File: src/shared/cvu_pkg.sv
/*
  Constants for the converter value update block: register offsets, field
  positions, reset values, trigger engine states and timing counts.
  Assumes a 50 MHz peripheral clock and a 32-bit classic Wishbone bus.
*/
package cvu_pkg;

  // Byte offsets on the register bus
  localparam logic [3:0] ADR_CONTROL = 4'h0;
  localparam logic [3:0] ADR_HIGH    = 4'h4;
  localparam logic [3:0] ADR_LOW     = 4'h8;
  localparam logic [3:0] ADR_STATUS  = 4'hc;

  // Control register fields
  localparam int CTL_EN_BIT   = 0;
  localparam int CTL_OE_BIT   = 1;
  localparam int CTL_LA_BIT   = 2;
  localparam int CTL_TSEL_LSB = 4;
  localparam int CTL_TSEL_MSB = 6;
  localparam int CTL_ATE_BIT  = 7;

  // Writable control bits, bit 3 reads as zero
  localparam logic [7:0] CTL_WRITE_MASK = 8'hf7;

  // Used bits of the data bytes per alignment
  localparam logic [7:0] HIGH_RIGHT_MASK = 8'h03;
  localparam logic [7:0] LOW_LEFT_MASK   = 8'hc0;

  // Reset values
  localparam logic [7:0] CTL_RESET   = 8'h00;
  localparam logic [7:0] HIGH_RESET  = 8'h00;
  localparam logic [7:0] LOW_RESET   = 8'h00;
  localparam logic [9:0] VALUE_RESET = 10'h000;

  // Status register fields
  localparam int STS_ARMED_BIT = 0;
  localparam int STS_BUSY_BIT  = 1;
  localparam int STS_VALUE_LSB = 16;
  localparam int STS_VALUE_MSB = 25;

  // Triggered conversion time and its length in clock cycles
  localparam int CLK_PERIOD_NS = 20;
  localparam int CONV_TIME_NS  = 1000;
  localparam logic [6:0] CONV_CYCLES =
    7'((CONV_TIME_NS + CLK_PERIOD_NS - 1) / CLK_PERIOD_NS);

  typedef enum logic {
    TRIG_IDLE,
    TRIG_BUSY
  } cvu_trig_state_type;

endpackage

File: src/rtl/cvu_top.sv
/*
  Converter value update logic: control, data byte pair, shadow load by
  register write or selected trigger flag, output gating.
  Assumes a classic Wishbone master and synchronous trigger flag inputs.
*/
// Chosen here: the register addresses and register access over Wishbone.
// Functional notes
// - The alignment control picks left or right aligned layout of the byte pair.
// - A change of alignment reaches the converter only at the next high byte write.
// - The output pin enable routes the value to the pin, otherwise it stays internal.
// - The converter only runs while the enable control is set.
// - In left aligned mode one high byte write is a complete update.
// - Right aligned, high bits 1:0 carry value bits 9:8 and low carries bits 7:0.
// - Left aligned, high carries value bits 9:2 and low bits 7:6 carry bits 1:0.
// - The converted value comes from hidden shadow registers loaded whole.
// - With auto trigger on, the shadow loads on the selected trigger event.
// - In triggered mode a load needs low then high written for ten bits.
// - In triggered mode after a high byte write every trigger event while idle loads, until a low byte write.
// - With auto trigger off, each high byte write loads the shadow at once.
// - A low byte write alone never changes the converter output.
// - The trigger select field picks one of eight flags and its rising edge.
// - A trigger edge during a triggered conversion is ignored.
`timescale 1ns/1ps
module cvu_top (
  input  wire logic        clk_i,
  input  wire logic        rst_i,
  input  wire logic        wb_cyc_i,
  input  wire logic        wb_stb_i,
  input  wire logic        wb_we_i,
  input  wire logic [3:0]  wb_adr_i,
  input  wire logic [31:0] wb_dat_i,
  input  wire logic [3:0]  wb_sel_i,
  output logic      [31:0] wb_dat_o,
  output logic             wb_ack_o,
  input  wire logic [7:0]  trig_flags_i,
  output logic             converter_enable_o,
  output logic             output_pin_enable_o,
  output logic      [9:0]  converter_value_o,
  output logic      [9:0]  analog_output_pin_o,
  output logic             conversion_busy_o
);

  // Bus slave state
  logic        ack;
  logic [31:0] rdata;
  logic        next_ack;
  logic [31:0] next_rdata;
  logic        access;
  logic        wr_ctl;
  logic        wr_high;
  logic        wr_low;

  // Register state
  logic [7:0] ctl;
  logic [7:0] high_byte;
  logic [7:0] low_byte;
  logic       armed;
  logic       armed_align;
  logic [7:0] next_ctl;
  logic [7:0] next_high_byte;
  logic [7:0] next_low_byte;
  logic       next_armed;
  logic       next_armed_align;

  // Trigger engine state
  cvu_pkg::cvu_trig_state_type state;
  cvu_pkg::cvu_trig_state_type next_state;
  logic [6:0] count;
  logic [6:0] next_count;
  logic [7:0] rises;
  logic       sel_rise;
  logic       trig_load;

  // Shadow load path
  logic       load;
  logic       load_align;
  logic [7:0] load_high;
  logic [9:0] shadow_value;

  // Output state
  logic       en_q;
  logic       oe_q;
  logic [9:0] value_q;
  logic [9:0] pin_q;
  logic       busy_q;
  logic       next_en_q;
  logic       next_oe_q;
  logic [9:0] next_value_q;
  logic [9:0] next_pin_q;
  logic       next_busy_q;

  logic       ctl_en;
  logic       ctl_oe;
  logic       ctl_la;
  logic       ctl_ate;
  logic [2:0] ctl_tsel;
  logic [7:0] high_read;
  logic [7:0] low_read;

  assign ctl_en   = ctl[cvu_pkg::CTL_EN_BIT];
  assign ctl_oe   = ctl[cvu_pkg::CTL_OE_BIT];
  assign ctl_la   = ctl[cvu_pkg::CTL_LA_BIT];
  assign ctl_ate  = ctl[cvu_pkg::CTL_ATE_BIT];
  assign ctl_tsel = ctl[cvu_pkg::CTL_TSEL_MSB:cvu_pkg::CTL_TSEL_LSB];

  assign access  = wb_cyc_i && wb_stb_i && !ack;
  assign wr_ctl  = wb_cyc_i && wb_stb_i && wb_we_i && ack && wb_sel_i[0]
                   && (wb_adr_i == cvu_pkg::ADR_CONTROL);
  assign wr_high = wb_cyc_i && wb_stb_i && wb_we_i && ack && wb_sel_i[0]
                   && (wb_adr_i == cvu_pkg::ADR_HIGH);
  assign wr_low  = wb_cyc_i && wb_stb_i && wb_we_i && ack && wb_sel_i[0]
                   && (wb_adr_i == cvu_pkg::ADR_LOW);

  always_comb begin
    if (ctl_la) begin
      high_read = high_byte;
      low_read  = low_byte & cvu_pkg::LOW_LEFT_MASK;
    end else begin
      high_read = high_byte & cvu_pkg::HIGH_RIGHT_MASK;
      low_read  = low_byte;
    end
  end

  // Bus answer and read data
  always_comb begin
    next_ack   = access;
    next_rdata = 32'h0000_0000;
    if (access && !wb_we_i) begin
      case (wb_adr_i)
        cvu_pkg::ADR_CONTROL: next_rdata = {24'h00_0000, ctl};
        cvu_pkg::ADR_HIGH:    next_rdata = {24'h00_0000, high_read};
        cvu_pkg::ADR_LOW:     next_rdata = {24'h00_0000, low_read};
        cvu_pkg::ADR_STATUS: begin
          next_rdata[cvu_pkg::STS_ARMED_BIT] = armed;
          next_rdata[cvu_pkg::STS_BUSY_BIT]  = (state == cvu_pkg::TRIG_BUSY);
          next_rdata[cvu_pkg::STS_VALUE_MSB:cvu_pkg::STS_VALUE_LSB] = shadow_value;
        end
        default: next_rdata = 32'h0000_0000;
      endcase
    end
  end

  always_ff @(posedge clk_i) begin
    if (rst_i) begin
      ack   <= 1'b0;
      rdata <= 32'h0000_0000;
    end else begin
      ack   <= next_ack;
      rdata <= next_rdata;
    end
  end

  // Register writes and arming
  always_comb begin
    next_ctl         = ctl;
    next_high_byte   = high_byte;
    next_low_byte    = low_byte;
    next_armed       = armed;
    next_armed_align = armed_align;
    if (wr_ctl) begin
      next_ctl = wb_dat_i[7:0] & cvu_pkg::CTL_WRITE_MASK;
    end
    if (wr_low) begin
      next_low_byte = wb_dat_i[7:0];
      next_armed    = 1'b0;
    end
    if (wr_high) begin
      next_high_byte   = wb_dat_i[7:0];
      next_armed       = 1'b1;
      next_armed_align = ctl_la;
    end
  end

  always_ff @(posedge clk_i) begin
    if (rst_i) begin
      ctl         <= cvu_pkg::CTL_RESET;
      high_byte   <= cvu_pkg::HIGH_RESET;
      low_byte    <= cvu_pkg::LOW_RESET;
      armed       <= 1'b0;
      armed_align <= 1'b0;
    end else begin
      ctl         <= next_ctl;
      high_byte   <= next_high_byte;
      low_byte    <= next_low_byte;
      armed       <= next_armed;
      armed_align <= next_armed_align;
    end
  end

  cvu_rise_det #(
    .WIDTH (8)
  ) u_rise (
    .clk_i   (clk_i),
    .rst_i   (rst_i),
    .flags_i (trig_flags_i),
    .rise_o  (rises)
  );

  assign sel_rise = rises[ctl_tsel];

  assign trig_load = ctl_ate && ctl_en && sel_rise && armed
                     && (state == cvu_pkg::TRIG_IDLE);

  always_comb begin
    next_state = state;
    next_count = count;
    case (state)
      cvu_pkg::TRIG_IDLE: begin
        if (trig_load) begin
          next_state = cvu_pkg::TRIG_BUSY;
          next_count = cvu_pkg::CONV_CYCLES - 7'h01;
        end
      end
      cvu_pkg::TRIG_BUSY: begin
        if (count == 7'h00) begin
          next_state = cvu_pkg::TRIG_IDLE;
        end else begin
          next_count = count - 7'h01;
        end
      end
      default: begin
        next_state = cvu_pkg::TRIG_IDLE;
        next_count = 7'h00;
      end
    endcase
  end

  always_ff @(posedge clk_i) begin
    if (rst_i) begin
      state <= cvu_pkg::TRIG_IDLE;
      count <= 7'h00;
    end else begin
      state <= next_state;
      count <= next_count;
    end
  end

  // triggered load when auto trigger set
  always_comb begin
    if (ctl_ate) begin
      load       = trig_load;
      load_align = armed_align;
      load_high  = high_byte;
    end else begin
      load       = wr_high;
      load_align = ctl_la;
      load_high  = wb_dat_i[7:0];
    end
  end

  cvu_shadow u_shadow (
    .clk_i        (clk_i),
    .rst_i        (rst_i),
    .load_i       (load),
    .left_align_i (load_align),
    .high_i       (load_high),
    .low_i        (low_byte),
    .value_o      (shadow_value)
  );

  always_comb begin
    next_en_q    = ctl_en;
    next_oe_q    = ctl_en && ctl_oe;
    next_value_q = ctl_en ? shadow_value : cvu_pkg::VALUE_RESET;
    next_pin_q   = (ctl_en && ctl_oe) ? shadow_value : cvu_pkg::VALUE_RESET;
    next_busy_q  = (next_state == cvu_pkg::TRIG_BUSY);
  end

  always_ff @(posedge clk_i) begin
    if (rst_i) begin
      en_q    <= 1'b0;
      oe_q    <= 1'b0;
      value_q <= cvu_pkg::VALUE_RESET;
      pin_q   <= cvu_pkg::VALUE_RESET;
      busy_q  <= 1'b0;
    end else begin
      en_q    <= next_en_q;
      oe_q    <= next_oe_q;
      value_q <= next_value_q;
      pin_q   <= next_pin_q;
      busy_q  <= next_busy_q;
    end
  end

  assign wb_ack_o            = ack;
  assign wb_dat_o            = rdata;
  assign converter_enable_o  = en_q;
  assign output_pin_enable_o = oe_q;
  assign converter_value_o   = value_q;
  assign analog_output_pin_o = pin_q;
  assign conversion_busy_o   = busy_q;

  // Checks
  a_ack_single_pulse: assert property (
    @(posedge clk_i) disable iff (rst_i)
    wb_ack_o |=> !wb_ack_o)
    else $error("ack held longer than one cycle");

  a_ack_after_request: assert property (
    @(posedge clk_i) disable iff (rst_i)
    (wb_cyc_i && wb_stb_i && !wb_ack_o) |=> wb_ack_o)
    else $error("request not answered in one cycle");

  a_direct_high_load: assert property (
    @(posedge clk_i) disable iff (rst_i)
    (wr_high && !ctl_ate && !ctl_la)
    |=> shadow_value == {$past(wb_dat_i[1:0]), $past(low_byte)})
    else $error("high write did not load shadow");

  a_left_high_load: assert property (
    @(posedge clk_i) disable iff (rst_i)
    (wr_high && !ctl_ate && ctl_la)
    |=> shadow_value[9:2] == $past(wb_dat_i[7:0]))
    else $error("left aligned load wrong");

  a_low_no_effect: assert property (
    @(posedge clk_i) disable iff (rst_i)
    (wr_low && !trig_load) |=> $stable(shadow_value))
    else $error("low write changed shadow");

  a_low_disarms: assert property (
    @(posedge clk_i) disable iff (rst_i)
    (wr_low && !wr_high) |=> !armed)
    else $error("low write left trigger armed");

  a_trig_needs_arm: assert property (
    @(posedge clk_i) disable iff (rst_i)
    (ctl_ate && !armed) |=> $stable(shadow_value))
    else $error("unarmed trigger loaded shadow");

  a_busy_ignores_edge: assert property (
    @(posedge clk_i) disable iff (rst_i)
    trig_load |=> (state == cvu_pkg::TRIG_BUSY && !trig_load)[*8])
    else $error("edge accepted during conversion");

  a_disabled_zero: assert property (
    @(posedge clk_i) disable iff (rst_i)
    !ctl_en |=> (converter_value_o == 10'h000 && !converter_enable_o))
    else $error("value driven while disabled");

  a_pin_gated: assert property (
    @(posedge clk_i) disable iff (rst_i)
    !(ctl_en && ctl_oe) |=> analog_output_pin_o == 10'h000)
    else $error("pin driven while output disabled");

endmodule

File: src/rtl/cvu_rise_det.sv
/*
  Rising edge detector for a group of flag inputs.
  Assumes the flags are synchronous to clk_i.
*/
`timescale 1ns/1ps
module cvu_rise_det #(
  parameter int WIDTH = 8
) (
  input  wire logic             clk_i,
  input  wire logic             rst_i,
  input  wire logic [WIDTH-1:0] flags_i,
  output logic      [WIDTH-1:0] rise_o
);

  logic [WIDTH-1:0] prev;
  logic [WIDTH-1:0] next_prev;

  always_comb begin
    next_prev = flags_i;
  end

  always_ff @(posedge clk_i) begin
    if (rst_i) begin
      prev <= '0;
    end else begin
      prev <= next_prev;
    end
  end

  assign rise_o = flags_i & ~prev;

endmodule

File: src/rtl/cvu_shadow.sv
/*
  Hidden shadow register holding the value actually converted.
  Assumes the caller presents the byte pair and alignment to load.
*/
`timescale 1ns/1ps
module cvu_shadow (
  input  wire logic       clk_i,
  input  wire logic       rst_i,
  input  wire logic       load_i,
  input  wire logic       left_align_i,
  input  wire logic [7:0] high_i,
  input  wire logic [7:0] low_i,
  output logic      [9:0] value_o
);

  logic [9:0] value;
  logic [9:0] next_value;

  always_comb begin
    next_value = value;
    if (load_i) begin
      if (left_align_i) begin
        next_value = {high_i, low_i[7:6]};
      end else begin
        next_value = {high_i[1:0], low_i};
      end
    end
  end

  always_ff @(posedge clk_i) begin
    if (rst_i) begin
      value <= cvu_pkg::VALUE_RESET;
    end else begin
      value <= next_value;
    end
  end

  assign value_o = value;

endmodule

File: config.mk
export PLATFORM = sky130hd
export DESIGN_NAME = cvu_top
export DESIGN_NICKNAME = d
export VERILOG_FILES = /design/src/shared/cvu_pkg.sv /design/src/rtl/cvu_top.sv /design/src/rtl/cvu_rise_det.sv /design/src/rtl/cvu_shadow.sv
export SDC_FILE = /design/constraint.sdc
export NUM_CORES = 1
export LEC_CHECK = 0
export BUFFER_PORTS_ARGS = -buffer_cell sky130_fd_sc_hd__buf_2
export CORE_MARGIN = 8
export CORE_UTILIZATION = 35
export CTS_CLUSTER_SIZE = 8
export DETAILED_ROUTE_END_ITERATION = 7
export GPL_TIMING_DRIVEN = 1
export RECOVER_POWER = 100
export SYNTH_ARGS = -nofsm -noshare
export SYNTH_HDL_FRONTEND = slang
export SYNTH_SLANG_ARGS = --single-unit
File: constraint.sdc
create_clock -name clk_i -period 1.8 [get_ports clk_i]
set_clock_uncertainty 0.1 [all_clocks]
set_input_delay 0.36 -clock clk_i [delete_from_list [all_inputs] [get_ports clk_i]]
set_output_delay 0.36 -clock clk_i [all_outputs]
set_load 0.02 [all_outputs]
-- Yosys cells after proc, flatten, opt, wreduce, memory -nomap -nowiden
Index checks and enable logic that the tools add are counted.
- input port bits: 53
- register bits: 106
- equality and inequality tests: 5
- muxes and demuxes: 18
- add/sub/neg operators: 1
- reductions and logical operators: 24
- magnitude comparators: 1
- bitwise operators: 7
- operators with widths (operator ; count):
    $pmux 6 s3 ; 1
    $mux 8 ; 2
    $logic_and 1x1->1 ; 14
    $mux 7 ; 2
    $pmux 7 s2 ; 1
    $mux 10 ; 1
    $and 8x8->8 ; 1
    $eq 4x4->1 const B ; 2
    $not 8->8 ; 1
    $pmux 2 s4 ; 1
    $logic_not 7->1 ; 1
    $mux 1 ; 7
    $sub 7x1->7 const B ; 1
    $mux 6 ; 1
    $reduce_or 2->1 ; 3
    $not 1->1 ; 5
    $eq 4x3->1 const B ; 1
    $logic_not 4->1 ; 1
    $lt 3x4->1 const B ; 1
    $ne 2x2->1 const B ; 2
    $bmux 1 s3 ; 1
    $reduce_or 3->1 ; 1
    $logic_not 1->1 ; 2
    $pmux 1 s2 ; 1
    other kinds (2) ; 2

-- Logic depth before layout (Yosys ltp)
- depth after elaboration: 9
- gate-level depth with buffers: 7
- gate-level depth less buffers: 6

-- By module
From an unflattened synthesis, not the netlist that was laid out.
- cell total of the unflattened synthesis: 363
- area, all modules: 3689.8 um^2
- by module, submodules not included (module ; cells an instance ; instances ; area each (um^2)):
    cvu_top ; 295 ; 1 ; 2992.9
    cvu_shadow ; 44 ; 1 ; 436.7
    cvu_rise_det ; 24 ; 1 ; 260.2

-- Least setup slack after synthesis
Ideal clock, no wire load.
- kind: reg-to-reg
- start: reg ctl[4]
- end: reg u_shadow.value[4], in the netlist u_shadow.value_o[4]
- setup time: 116 ps
- path slack: 135 ps
- arrival time: 1450 ps
- cell stages (with the launch flop): 7
- required time: 1584 ps
- cells stage by stage: dfxtp_1 > inv_2 > mux4_2 > o22ai_2 > buf_6 > nor4b_1 > a31o_1
- cells in the longest elaborated chain, start to end: 6
- RTL lines (item ; line ; RTL):
    start: declaration ; cvu_top.sv:54 ; logic [7:0] ctl;
    start signal: assignment ; cvu_top.sv:176 ; ctl <= cvu_pkg::CTL_RESET;
    start signal: assignment ; cvu_top.sv:182 ; ctl <= next_ctl;
    $bmux 1 s3 ; cvu_top.sv:199 ; assign sel_rise = rises[ctl_tsel];
    $mux 1 (implied by the code) ; cvu_top.sv:199 ;
    $logic_and 1x1->1 (2 in series) ; cvu_top.sv:201 ; assign trig_load = ctl_ate && ctl_en && sel_rise && armed
    $logic_and 1x1->1 ; cvu_top.sv:202 ; && (state == cvu_pkg::TRIG_IDLE);
    $mux 1 ; cvu_top.sv:240 ; if (ctl_ate) begin
    end signal: assignment ; cvu_shadow.sv:32 ; value <= cvu_pkg::VALUE_RESET;
    end signal: assignment ; cvu_shadow.sv:34 ; value <= next_value;
    end: declaration ; cvu_shadow.sv:16 ; logic [9:0] value;
No other way between the ends. The select of a mux whose other input is x is not followed.
A chain may end at the register's enable or synchronous reset.

-- Final worst setup path
- start: reg ctl[4]
- end: reg u_shadow.value[8], in the netlist u_shadow.value_o[8]
The elaborated chain is that of the path after synthesis.

==> flow_metrics.tcl <==
set metrics [dict create \
    outcome "complete, no violations" \
    reg2reg_depth 6 \
    cp_max_fo 11 \
    fp.dieArea_sq_mm 0.0142 \
    hold_path_class "input pin to flop" \
    crit_required_ns 1.95 \
    synth_compound_area_frac 0.0962 \
    layout-drive-gt1-share 0.272 \
    p_switching_uw 814 \
    ir_drop_mv 0.308 \
    yosysWarnings 0 \
    rows 37 \
    antenna_found_initial 0 \
    finalWorstSetupSlack_ns 0.0408 \
    grt_max_degree 28 \
    min_to "u_rise.prev[3]" \
    ios 109 \
    async_reset_ff_frac 0 \
    diodes 0 \
    clkSlewWorstSetupHoldPaths_ns 0.09 \
    clockBufferDepth 2 \
    htreeDepth 3 \
    cts-buffers-inserted 9 \
    core_sq_mm 0.0103 \
    hold_viol 0 \
    rsz0062_at_grt "yes" \
    timing.rr.start "ctl[4]" \
    wire_per_inst_um 14.8 \
    min_period_ns 1.76 \
    yosys.area.top_type "dfxtp_1" \
    fin_cells 595 \
    power_density_mw_per_mm2 817 \
    synth-xor-area-share 0.00471 \
    portBuffers 67 \
    r2r_setup_slack_ns 0.04 \
    insertion_delay_ns 0.35 \
    finalNetCount 510 \
    tritoncts "done" \
    fin_crit_sh 0.977 \
    pwr-share-seq 0.553 \
    pwr-share-comb 0.046 \
    syn_inst 373 \
    yosys.area_share.simple 0.217 \
    synth_top_area_frac 0.495 \
    track_usage 0.123 \
    worstSetupPathType "flop to flop" \
    gp_congestion 0.787 \
    dp_worst_setup_slack_ns -0.0634 \
    fmax_ghz 0.568 \
    vias 2856 \
    synth_edf_count 0 \
    synthMuxAreaShare 0.118 \
    max_cap_violations 0 \
    critPathCaptureType "flop" \
    ys_ff_latch 92 \
    grt_overflow 0 \
    holdCritStartpoint "trig_flags_i[3]" \
    timing.rr.end "u_shadow.value_o[8]" \
    dp_hpwl_um 6570 \
    cts.sinks 92 \
    post-route-drc-count 0 \
    start_util 0.360 \
    slew-limit-headroom 0.593 \
    worst_ep_arrival_time_ns 1.91 \
    leakagePower_nw 2.05 \
    worst_setup_path_start_kind "flop" \
    synth-main-ff-cell "dfxtp_1" \
    p_int_mw 2.88 \
    drv_slew 0 \
    grt_pass1_wl_um 14100 \
    finalSetupTns_ns 0 \
    seq_area_frac_synth 0.495 \
    worstMarginPinSlew_ns 0.607 \
    whs_path_depth 2 \
    final-setup-viol-count 0 \
    synth_area_sq_mm 0.00372 \
    drtIter0Drc 130 \
    synth_top_family_by_area "simple AND/OR/NAND/NOR gates" \
    synthAdderAreaFrac 0.00673 \
    dr.pass1.iters 4 \
    die_h_um 119 \
    wirelength_um 8800 \
    post_cts_buffers 0 \
    place_inst 579 \
    nFillCells 996 \
    cts_root_buf "clkbuf_8" \
    clkPwrFrac 0.401 \
    synth.area.top_cells "dfxtp_1 50%, mux2i_1 9.7%, nor2_1 4.0%" \
    synth_cell_types 52 \
    area_delta_synth_final_pct 21.6 \
    vias_per_cell 4.80 \
    avgSynthCellArea_sq_um 9.97 \
    grt_pass1_vias 2832 \
    ant_nets 0 \
    swShare 0.220 \
    die_width_um 119 \
]
[metrics by stage]
stage / util / cell area [sq um] / total power, mW / hold WS, ns
2_1_floorplan: - / 3770 / 2.21 / 0.338
3_3_place_gp: 0.415 / 4280 / 2.26 / 0.358
3_5_place_dp: 0.415 / 4280 / 2.26 / 0.361
4_1_cts: 0.436 / 4510 / 3.74 / 0.114
5_1_grt: 0.438 / 4520 / 3.85 / 0.119
6_report: 0.438 / 4520 / 3.70 / 0.127
[repair_timing]
| item | in CTS | in global routing |
|---|---|---|
| gates resized for setup | 3 | 2 |
| pin swaps | 1 | 0 |
| hold buffers | 0 | 0 |
| endpoints found under the setup margin | 6 | 31 |
| gates cloned | 0 | 1 |
[synth_stat cells (2+ instances only)]
cell      instances
dfxtp_1          92
nor2_1           40
mux2i_1          36
and2_1           22
a21oi_1          15
buf_4            15
clkbuf_1         13
nor2b_1          12
and3_1           10
nand2_1          10
nand2b_1          9
nor4b_1           8
a31o_1            7
inv_1             7
nand3_1           7
nor3_1            7
o21ai_0           7
a22oi_1           5
buf_2             4
nand4_1           4
a211oi_1          3
mux2_2            3
a211oi_2          2
and4_1            2
ha_1              2
mux4_2            2
nand3b_1          2
nor3b_1           2
o21a_1            2
[registers in the layout, indices dropped and copies added (netlist names), 7 cells and up]
| register | count |
|---|---|
| converter_value_o | 10 |
| ctl | 7 |
| analog_output_pin_o | 10 |
| count | 7 |
| wb_dat_o | 18 |
| u_shadow.value_o | 10 |
| high_byte | 8 |
| u_rise.prev | 8 |
| low_byte | 8 |
[critical path: stages, from the launching register on]
cell	delay (ns)
dfxtp_2	0.34
inv_4	0.07
mux4_2	0.54
o22ai_2	0.21
buf_12	0.15
nor4b_1	0.05
a31o_1	0.19
[worst max path at each step]
stage,from,end
2_1_floorplan,ctl[4],u_shadow.value_o[4]
3_3_place_gp,wb_adr_i[3],u_shadow.value_o[5]
3_5_place_dp,wb_adr_i[3],u_shadow.value_o[8]
5_1_grt,ctl[4],u_shadow.value_o[8]
6_report,ctl[4],u_shadow.value_o[8]
4_1_cts,ctl[4],u_shadow.value_o[8]
[final cells by class]
type                       instances  area (sq um)  area share
inverter                           8          32.5     0.00719
tap                              136           170      0.0376
clock inverter                     6          87.6      0.0194
clock buffer                       9           124      0.0274
timing repair buffer              91           541       0.119
multi-input combinational        253          1730       0.382
sequential                        92          1840       0.407
[placed cells by master, fill, tap and decap left out, types with 3 or more instances in the layout]
| cell type | instances |
|---|---|
| dfxtp_1 | 91 |
| nor3_1 | 7 |
| nor4b_1 | 8 |
| a21oi_1 | 15 |
| inv_1 | 7 |
| a211oi_1 | 3 |
| buf_4 | 22 |
| o21ai_0 | 7 |
| clkbuf_8 | 9 |
| mux2i_1 | 36 |
| buf_2 | 67 |
| mux2_2 | 3 |
| nand2_1 | 10 |
| nand2b_1 | 9 |
| and3_1 | 10 |
| a22oi_1 | 5 |
| conb_1 | 14 |
| nor2b_1 | 11 |
| nand3_1 | 7 |
| a31o_1 | 7 |
| nor2_1 | 40 |
| and2_1 | 22 |
| nand4_1 | 4 |
[metal layers]
metal	share of wire	routed length, um	up-vias	track usage
met3	0.067	591	12	0.0463
met1	0.46	4020	1327	0.146
met4	0.015	136	0	0.0482
met5	0	0	-	0
met2	0.46	4050	88	0.198
li1	-	-	1429	-
[logic make-up (layout without fill, tap and decap cells)]
family                     after synthesis  in the layout
and+or+nand+nor                        143            143
DFF                                     92             92
AOI/OAI and AO/OA                       50             51
buffers and inverters                   42            114
muxes                                   41             41
adders and majority gates                2              2
xor gates and xnor gates                 2              2
other                                    1             14
[power by group through the flow]
stage | clock (mW) | sequential (mW) | combinational (mW)
final | 1.48 | 2.05 | 0.170
after global routing | 1.61 | 2.05 | 0.186
after CTS | 1.52 | 2.05 | 0.169
after detailed placement | 0 | 2.09 | 0.167
after global placement | 0 | 2.09 | 0.165
after floorplan | 0 | 2.09 | 0.116
(Power assumes the default switching activity.)
